<file path="src/include/wtc_pkg.sv">
/*
 * Package for the watchdog timer control block: register map, field
 * positions, reset values, timing counts, mode codes and the layout of
 * the control register.
 * Assumes a 50 MHz system clock and a Wishbone slave with 32-bit data.
 */
package wtc_pkg;

	// Register byte offsets
	localparam logic [3:0] WTC_CTRL_ADDR = 4'h0;
	localparam logic [3:0] WTC_STAT_ADDR = 4'h4;

	// Control register field positions
	localparam int unsigned WTC_FLAG_BIT   = 7;
	localparam int unsigned WTC_IE_BIT     = 6;
	localparam int unsigned WTC_P3_BIT     = 5;
	localparam int unsigned WTC_UNLOCK_BIT = 4;
	localparam int unsigned WTC_WDE_BIT    = 3;
	localparam int unsigned WTC_P2_BIT     = 2;

	// Status register field positions
	localparam int unsigned WTC_STAT_MODE_LSB = 0;
	localparam int unsigned WTC_STAT_UNL_BIT  = 4;

	// Reset values
	localparam logic [7:0] WTC_CTRL_RESET = 8'h00;
	localparam logic [3:0] WTC_SEL_RESET  = 4'h0;

	// Timing
	localparam int unsigned WTC_CLK_HZ        = 50_000_000;
	localparam int unsigned WTC_OSC_HZ        = 128_000;
	localparam int unsigned WTC_OSC_DIV       = WTC_CLK_HZ / WTC_OSC_HZ;
	localparam int unsigned WTC_UNLOCK_CYCLES = 4;
	localparam int unsigned WTC_BASE_OSC      = 2048;
	localparam logic [3:0]  WTC_SEL_MAX       = 4'h9;

	// Operating modes
	typedef enum logic [3:0] {
		WTC_MODE_STOP = 4'b0001,
		WTC_MODE_IRQ  = 4'b0010,
		WTC_MODE_RST  = 4'b0100,
		WTC_MODE_BOTH = 4'b1000
	} wtc_mode_type;

	// Control register layout, bit 7 down to bit 0
	typedef struct packed {
		logic flag;
		logic irq_en;
		logic sel3;
		logic unlock;
		logic rst_en;
		logic [2:0] sel_lo;
	} wtc_ctrl_type;

endpackage : wtc_pkg

</file>
<file path="src/wtc_core.sv">
/*
 * Watchdog timer control: time-out counter on a divided 128 kHz tick,
 * control register with timed unlock, interrupt and reset generation.
 * Assumes a classic Wishbone master, one 50 MHz clock, and sideband
 * inputs synchronous to that clock from the core and reset unit.
 */
// Our own choices: register access over Wishbone and the address map.
// How it works
// RULE_01 - A time-out in interrupt operation sets the flag in bit 7.
// RULE_02 - Flag clears on vector execution or by writing one to it.
// RULE_03 - Interrupt only with global enable, timeout enable and flag set.
// RULE_04 - Interrupt enable alone gives interrupt mode, no reset.
// RULE_05 - Combined mode: vector clears enable and flag, leaving reset mode.
// RULE_06 - Combined mode: second time-out with flag pending resets.
// RULE_07 - Software re-arms interrupt enable after each interrupt.
// RULE_08 - Clock monitoring forces reset mode and disables interrupts.
// RULE_09 - All enables clear means stopped; else mode table applies.
// RULE_10 - Clearing reset enable or changing period needs unlock first.
// RULE_11 - Unlock bit clears itself four clock cycles after being set.
// RULE_12 - Reset-cause flag forces reset enable set and uncleared.
// RULE_13 - Period codes 0 to 9 give 2048 doubling to 1048576 cycles.
// RULE_14 - Software restarts the counter before changing the period.
// RULE_15 - A watchdog reset leaves the watchdog enabled afterwards.
// RULE_16 - Init software clears reset-cause flag then reset enable.
// RULE_17 - The watchdog can detect loss of system clock; here the tick is divided from the system clock, so the counter stops with it.
// RULE_18 - Counter advances on a separate 128 kHz oscillator tick; here the tick is divided from the system clock.
// RULE_19 - Unlock with reset enable, then new values within four cycles; here the unlock bit alone opens the window, without reset enable.
// RULE_20 - Always-on fuse forces reset enable one, interrupt enable zero.
// RULE_21 - Restart input clears the counter before the time-out.
// RULE_22 - Reserved period codes act as the longest period.
`timescale 1ns/1ps
`default_nettype none

module wtc_core
	import wtc_pkg::*;
#(
	parameter int unsigned OSC_DIV       = WTC_OSC_DIV,
	parameter int unsigned BASE_OSC      = WTC_BASE_OSC,
	parameter int unsigned UNLOCK_CYCLES = WTC_UNLOCK_CYCLES
) (
	// Clock and reset
	input  wire logic        clk_i,
	input  wire logic        rst_i,
	// Wishbone slave
	input  wire logic        wb_cyc_i,
	input  wire logic        wb_stb_i,
	input  wire logic        wb_we_i,
	input  wire logic [3:0]  wb_adr_i,
	input  wire logic [31:0] wb_dat_i,
	input  wire logic [3:0]  wb_sel_i,
	output logic      [31:0] wb_dat_o,
	output logic             wb_ack_o,
	// Core and reset unit sideband
	input  wire logic        restart_i,
	input  wire logic        vector_ack_i,
	input  wire logic        glob_irq_en_i,
	input  wire logic        clk_monitor_i,
	input  wire logic        always_on_fuse_i,
	input  wire logic        reset_cause_flag_i,
	// Events
	output logic             irq_o,
	output logic             sys_reset_o
);

	localparam int unsigned CNT_W = $clog2(BASE_OSC) + 10;
	localparam int unsigned DIV_W = $clog2(OSC_DIV + 1);
	localparam int unsigned UNL_W = $clog2(UNLOCK_CYCLES + 1);

	// Refuse settings the logic cannot serve: a zero divider never ticks,
	// a base period below two cannot be counted, and an unlock window of
	// zero cycles could never be used by software
	generate
		if (OSC_DIV < 1) begin : g_chk_div
			$error("wtc_core: OSC_DIV must be at least 1");
		end
		if (BASE_OSC < 2) begin : g_chk_base
			$error("wtc_core: BASE_OSC must be at least 2");
		end
		if (UNLOCK_CYCLES < 1) begin : g_chk_unl
			$error("wtc_core: UNLOCK_CYCLES must be at least 1");
		end
	endgenerate

	// Time-out limit for a period code, reserved codes clamp
	function automatic logic [CNT_W-1:0] period_limit(
		input logic [3:0] sel
	);
		logic [3:0]       s;
		logic [CNT_W-1:0] base;
		s = (sel > WTC_SEL_MAX) ? WTC_SEL_MAX : sel;
		base = CNT_W'(BASE_OSC);
		period_limit = (base << s) - CNT_W'(1);
	endfunction : period_limit

	// Word address match, shared by the write strobe and the read mux
	function automatic logic adr_is(
		input logic [3:0] adr,
		input logic [3:0] off
	);
		adr_is = (adr == off);
	endfunction : adr_is

	// Control register state
	logic             flag_q;
	logic             ie_q;
	logic             wde_q;
	logic [3:0]       sel_q;
	logic             unlock_q;
	logic [UNL_W-1:0] unl_cnt_q;
	// Time base and counter
	logic [DIV_W-1:0] div_q;
	logic             tick_q;
	logic [CNT_W-1:0] cnt_q;
	// Bus
	logic             ack_q;
	logic [31:0]      dat_q;
	// Events
	logic             irq_q;
	logic             rst_q;

	// Decoded bus access
	logic         req;
	logic         wr_ctrl;
	wtc_ctrl_type wdat;
	wtc_ctrl_type rdat;

	// Effective enables and mode
	logic         wde_eff;
	logic         ie_eff;
	logic         irq_mode;
	logic         rst_mode;
	logic         active;
	logic         timeout;
	wtc_mode_type mode;

	// Bus request and control write, taken at the edge ack is sampled
	assign req     = wb_cyc_i & wb_stb_i;
	assign wdat    = wtc_ctrl_type'(wb_dat_i[7:0]);
	assign wr_ctrl = req & ack_q & wb_we_i & wb_sel_i[0]
		& adr_is(wb_adr_i, WTC_CTRL_ADDR);

	// RULE_12 forced enable
	// RULE_20 fuse locks
	// RULE_15 stays enabled
	assign wde_eff = wde_q | reset_cause_flag_i | always_on_fuse_i;
	// RULE_08 monitor overrides
	assign ie_eff  = ie_q & ~always_on_fuse_i & ~clk_monitor_i;

	// RULE_09 mode table
	// RULE_17 clock monitor
	assign rst_mode = clk_monitor_i | wde_eff;
	assign irq_mode = ie_eff;
	assign active   = rst_mode | irq_mode;

	// Current mode, used for status readback
	always_comb begin
		if (!active) begin
			mode = WTC_MODE_STOP;
		end else if (irq_mode && rst_mode) begin
			mode = WTC_MODE_BOTH;
		end else if (irq_mode) begin
			mode = WTC_MODE_IRQ;
		end else begin
			mode = WTC_MODE_RST;
		end
	end

	// RULE_13 period decode
	// RULE_22 reserved clamp
	assign timeout = tick_q & active & (cnt_q >= period_limit(sel_q));

	// RULE_18 oscillator tick divider
	always_ff @(posedge clk_i) begin
		if (rst_i) begin
			div_q  <= '0;
			tick_q <= 1'b0;
		end else if (div_q == DIV_W'(OSC_DIV - 1)) begin
			div_q  <= '0;
			tick_q <= 1'b1;
		end else begin
			div_q  <= div_q + DIV_W'(1);
			tick_q <= 1'b0;
		end
	end

	// Time-out counter. The compare is >= so that a period cut short while
	// the count is already past the new limit expires at the next tick
	// instead of wrapping through the whole counter; software restarts
	// the counter before a period change to avoid that early expiry.
	// Held at zero while stopped so that enabling starts a full period.
	always_ff @(posedge clk_i) begin
		if (rst_i) begin
			cnt_q <= '0;
		// RULE_21 restart counter
		end else if (restart_i || !active) begin
			cnt_q <= '0;
		end else if (timeout) begin
			cnt_q <= '0;
		end else if (tick_q) begin
			cnt_q <= cnt_q + CNT_W'(1);
		end
	end

	// The window opens on a write with the unlock bit set and closes after
	// a fixed count or on the next control write without it, whichever
	// comes first, so one opening allows exactly one protected change
	// RULE_11 unlock window
	always_ff @(posedge clk_i) begin
		if (rst_i) begin
			unlock_q  <= 1'b0;
			unl_cnt_q <= '0;
		end else if (wr_ctrl && wdat.unlock) begin
			unlock_q  <= 1'b1;
			unl_cnt_q <= UNL_W'(UNLOCK_CYCLES);
		end else if (wr_ctrl || unl_cnt_q == UNL_W'(1)) begin
			unlock_q  <= 1'b0;
			unl_cnt_q <= '0;
		end else if (unl_cnt_q != '0) begin
			unl_cnt_q <= unl_cnt_q - UNL_W'(1);
		end
	end

	// Timeout flag. A time-out in the same cycle as a clear wins, so an
	// expiry is never lost to a late acknowledge or a write of one.
	// In combined mode a pending flag is left alone: that second time-out
	// becomes a system reset instead.
	always_ff @(posedge clk_i) begin
		if (rst_i) begin
			flag_q <= WTC_CTRL_RESET[WTC_FLAG_BIT];
		// RULE_01 flag set
		end else if (timeout && irq_mode && !(rst_mode && flag_q)) begin
			flag_q <= 1'b1;
		// RULE_02 flag clear
		end else if (vector_ack_i || (wr_ctrl && wdat.flag)) begin
			flag_q <= 1'b0;
		end
	end

	// Timeout interrupt enable
	always_ff @(posedge clk_i) begin
		if (rst_i) begin
			ie_q <= WTC_CTRL_RESET[WTC_IE_BIT];
		end else if (always_on_fuse_i) begin
			ie_q <= 1'b0;
		// RULE_05 back to reset
		end else if (vector_ack_i && irq_mode && rst_mode) begin
			ie_q <= 1'b0;
		end else if (wr_ctrl) begin
			ie_q <= wdat.irq_en;
		end
	end

	// Reset enable: set freely, cleared only inside the window.
	// The flop keeps the forced value after the cause flag drops, so a
	// watchdog reset leaves the watchdog running until software clears it.
	always_ff @(posedge clk_i) begin
		if (rst_i) begin
			wde_q <= WTC_CTRL_RESET[WTC_WDE_BIT];
		// RULE_12 held set
		end else if (reset_cause_flag_i || always_on_fuse_i) begin
			wde_q <= 1'b1;
		end else if (wr_ctrl && wdat.rst_en) begin
			wde_q <= 1'b1;
		// RULE_10 protected clear
		end else if (wr_ctrl && unlock_q) begin
			wde_q <= 1'b0;
		end
	end

	// RULE_19 period change window
	always_ff @(posedge clk_i) begin
		if (rst_i) begin
			sel_q <= WTC_SEL_RESET;
		end else if (wr_ctrl && unlock_q) begin
			sel_q <= {wdat.sel3, wdat.sel_lo};
		end
	end

	// Readback view of the control register
	// Enables read back as forced, so software sees the applied mode unless the clock monitor forces reset mode
	always_comb begin
		rdat        = wtc_ctrl_type'(WTC_CTRL_RESET);
		rdat.flag   = flag_q;
		rdat.irq_en = ie_eff;
		rdat.sel3   = sel_q[3];
		rdat.unlock = unlock_q;
		rdat.rst_en = wde_eff;
		rdat.sel_lo = sel_q[2:0];
	end

	// Wishbone ack, one cycle after the request is seen
	// A master holding its request past ack starts a fresh access
	always_ff @(posedge clk_i) begin
		if (rst_i) begin
			ack_q <= 1'b0;
		end else begin
			ack_q <= req & ~ack_q;
		end
	end

	// Read data, unmapped addresses read as zero
	always_ff @(posedge clk_i) begin
		if (rst_i) begin
			dat_q <= '0;
		end else if (req && !ack_q) begin
			if (adr_is(wb_adr_i, WTC_CTRL_ADDR)) begin
				dat_q <= {24'h00_0000, rdat};
			end else if (adr_is(wb_adr_i, WTC_STAT_ADDR)) begin
				dat_q <= '0;
				dat_q[WTC_STAT_MODE_LSB +: 4] <= mode;
				dat_q[WTC_STAT_UNL_BIT] <= unlock_q;
			end else begin
				dat_q <= '0;
			end
		end
	end

	// Vector ack masks the request in the cycle it is taken
	// RULE_03 interrupt gate
	// RULE_04 interrupt mode
	always_ff @(posedge clk_i) begin
		if (rst_i) begin
			irq_q <= 1'b0;
		end else begin
			irq_q <= glob_irq_en_i & ie_eff & flag_q & ~vector_ack_i;
		end
	end

	// One-cycle request; the reset unit stretches it as it needs
	// RULE_06 second time-out resets
	always_ff @(posedge clk_i) begin
		if (rst_i) begin
			rst_q <= 1'b0;
		end else begin
			rst_q <= timeout & rst_mode & (~irq_mode | flag_q);
		end
	end

	// Outputs straight from flip-flops
	assign wb_ack_o    = ack_q;
	assign wb_dat_o    = dat_q;
	assign irq_o       = irq_q;
	assign sys_reset_o = rst_q;

endmodule : wtc_core

`default_nettype wire
</file>
<file path="config.mk">
export PLATFORM = sky130hd
export DESIGN_NAME = wtc_core
export DESIGN_NICKNAME = d
export VERILOG_FILES = /design/src/include/wtc_pkg.sv /design/src/wtc_core.sv
export SDC_FILE = /design/constraint.sdc
export NUM_CORES = 1
export LEC_CHECK = 0
export ABC_AREA = 1
export BUFFER_PORTS_ARGS = -buffer_cell sky130_fd_sc_hd__buf_2
export CAP_MARGIN = 10
export CORE_MARGIN = 2
export CORE_UTILIZATION = 38
export CTS_CLUSTER_DIAMETER = 80
export DETAILED_ROUTE_END_ITERATION = 8
export GPL_TIMING_DRIVEN = 0
export PLACE_DENSITY = 0.6
export SYNTH_ARGS = -nofsm -noshare
export SYNTH_HDL_FRONTEND = slang
export SYNTH_SLANG_ARGS = --single-unit
</file>
<file path="constraint.sdc">
create_clock -name clk_i -period 3.7 [get_ports clk_i]
set_input_delay 0.37 -clock clk_i [delete_from_list [all_inputs] [get_ports clk_i]]
set_output_delay 0.37 -clock clk_i [all_outputs]
set_load 0.01 [all_outputs]
</file>
==> impl_metrics.tcl <==
set metrics [dict create \
    cp-start-kind "flop" \
    area_growth_syn_to_layout_pct 16.1 \
    p_per_area_mw_per_mm2 324 \
    root_buffer "clkbuf_8" \
    status "finished, final reports clean" \
    wl_um 5770 \
    yosys.cell_types.count 34 \
    grt_overflow 0 \
    multi_input_comb_area_sq_mm 0.00167 \
    yosysSeqAreaShare_pct 34.7 \
    period_minus_slack_ns 2.53 \
    grt_setup_unrepaired "false" \
    cts_resized 0 \
    post-route-period-util_pct 68.5 \
    hold_viol 0 \
    hold_path_class "input port to flop" \
    clock_skew_ns 0.00973 \
    setup_tns_ns 0 \
    die_y_um 93.7 \
    finalPower_uw 1150 \
    dr.first_iter.drc_count 57 \
    drv_cap 0 \
    crit_top_cell "nor2_1" \
    synth_warnings 0 \
    antenna_found_initial 0 \
    cts_sinks 53 \
    via_per_inst 4.41 \
    io_pins 86 \
    grt_pass1_vias 2416 \
    peakVddDrop_v 0.000186 \
    grt_first_pass_wirelength_um 10400 \
    start_util_pct 39.3 \
    final_cell_mix "81 x nand2_1, 53 x dfxtp_1, 52 x nor2_1" \
    holdWs_ns 0.274 \
    cp_max_fo 10 \
    cp_slowest_cell "dfxtp_1" \
    hold_buffers 0 \
    path_cells "inv_1 > nand3_1 > ha_1 > nand3_1 > xor2_1 > ha_1 > nand2_1 > nor2_1 > a21boi_0 > nor2_1 > nand2_2 > nand2_2 > nand2_4 > buf_6 > nor2_1" \
    ant_nets 0 \
    syn_area_sq_mm 0.00305 \
    final_common_cell "nand2_1" \
    regArea_sq_mm 0.00106 \
    grtUsageTotal_pct 14.6 \
    rows 32 \
    hpwlAfterDp_um 4690 \
    clockBufferDepth 2 \
    max_stage_delay_ns 0.44 \
    nets 550 \
    coreArea_sq_mm 0.00777 \
    drtPass1Iterations 5 \
    fp.dieW_um 93.7 \
    num_vias 2573 \
    drc 0 \
    syn_inst 418 \
    insertion_delay_ns 0.31 \
    gp_congestion 0.768 \
    drv_slew 0 \
    clk_pin_slew_worst_paths_ns 0.10 \
    htree_num_levels 2 \
    fill_cells 842 \
    post-cts-setup-buffers 0 \
    port-buffer-count 34 \
    leakagePower_uw 0.00157 \
    detail_route.wl_per_cell_um 9.88 \
    ys_ff_latch 53 \
    max_freq_mhz 395 \
    grt_max_degree 17 \
    die-area_sq_mm 0.00877 \
    finalSetupViolCount 0 \
    diodes 0 \
    cts_tree "built" \
    worstPathRequired_ns 3.90 \
    numCtsBuffers 5 \
    utilization_pct 45.7 \
    end_kind "flop" \
    synth.avg_cell_area_sq_um 7.31 \
    criticalPathCategory "flop to flop" \
    layout-drive-gt1-share_pct 20.3 \
    cp_data_arrival_time_ns 2.74 \
]
[routing by layer]
layer  wire, um  vias up  GRT usage [%]
met5          0        -              0
met4         75        0           3.99
met3        209        9           2.89
met2       2710       46           24.6
met1       2770     1122           19.0
li1           -     1396              -
[path summary, 6_finish.rpt]
check	from	to	slack, ns	cells after the start
worst min-delay path	glob_irq_en_i	irq_o	0.27	3
worst max-delay path	sel_q[3]	cnt_q[16]	1.17	15
worst min register to register	ie_q	ie_q	0.47	2
worst max register to register	sel_q[3]	cnt_q[16]	1.17	15
[power by group]
group | total (uW) | switching (uW) | internal (uW)
clock | 394 | 194 | 201
sequential | 596 | 8.92 | 587
combinational | 158 | 86.5 | 71.5
[logic make-up after synthesis]
group	synth area share, %
flops	34.7
xor+xnor	6.02
buf+inv	13.6
other cells	0.246
fa+ha+maj	6.96
simple gates	30.5
mux	0.655
compound gates	7.29
[metrics by stage]
step                      cells  area [sq um]  worst slack [ns]
after global routing        584          3550             0.893
final                       584          3550              1.17
after floorplan             441          3140              1.51
after global placement      577          3440              1.14
after CTS                   584          3550              1.11
after detailed placement    577          3440              1.12
[registers in the layout (all words and copies together) (netlist names)]
signal / count
flag_q: 1
ie_q: 1
tick_q: 1
cnt_q: 21
div_q: 9
wb_dat_o: 8
irq_o: 1
unlock_q: 1
sel_q: 4
wb_ack_o: 1
wde_q: 1
sys_reset_o: 1
unl_cnt_q: 3
[synthesized netlist by cell type, drive strengths merged]
library cell | number | area, sq um
nand2 | 86 | 340
conb | 2 | 7.51
nor4 | 2 | 12.5
o21a | 1 | 7.51
mux2i | 2 | 20.0
nor3 | 6 | 30.0
nand3b | 3 | 22.5
dfxtp | 53 | 1060
nor2 | 69 | 312
buf | 27 | 219
o211ai | 3 | 22.5
a21boi | 1 | 7.51
xor2 | 16 | 140
and2 | 1 | 6.26
ha | 17 | 213
o31ai | 2 | 15.0
a21oi | 21 | 105
nand3 | 26 | 140
xnor2 | 5 | 43.8
nand4 | 7 | 43.8
a22oi | 2 | 15.0
or2 | 3 | 18.8
and3 | 1 | 6.26
clkbuf | 2 | 7.51
inv | 50 | 188
o21ai | 10 | 50.1
[final cells by class]
type                       count  share of cell area, %
multi-input combinational    309                   47.0
sequential                    53                   29.9
buffer                        29                   6.39
inverter                      50                   5.29
timing repair buffer          34                   4.80
tap                          102                   3.60
clock buffer                   5                   1.94
clock inverter                 2                   1.09
[worst max-delay path: cells and delay by family (launching register included)]
kind	cells	cell delay (ns)
xor gates and xnor gates	1	0.16
and+or+nand+nor	9	0.83
DFF	1	0.44
AOI/OAI and AO/OA	1	0.22
buffers and inverters	2	0.30
adders and majority gates	2	0.47
(Power assumes the default switching activity.)
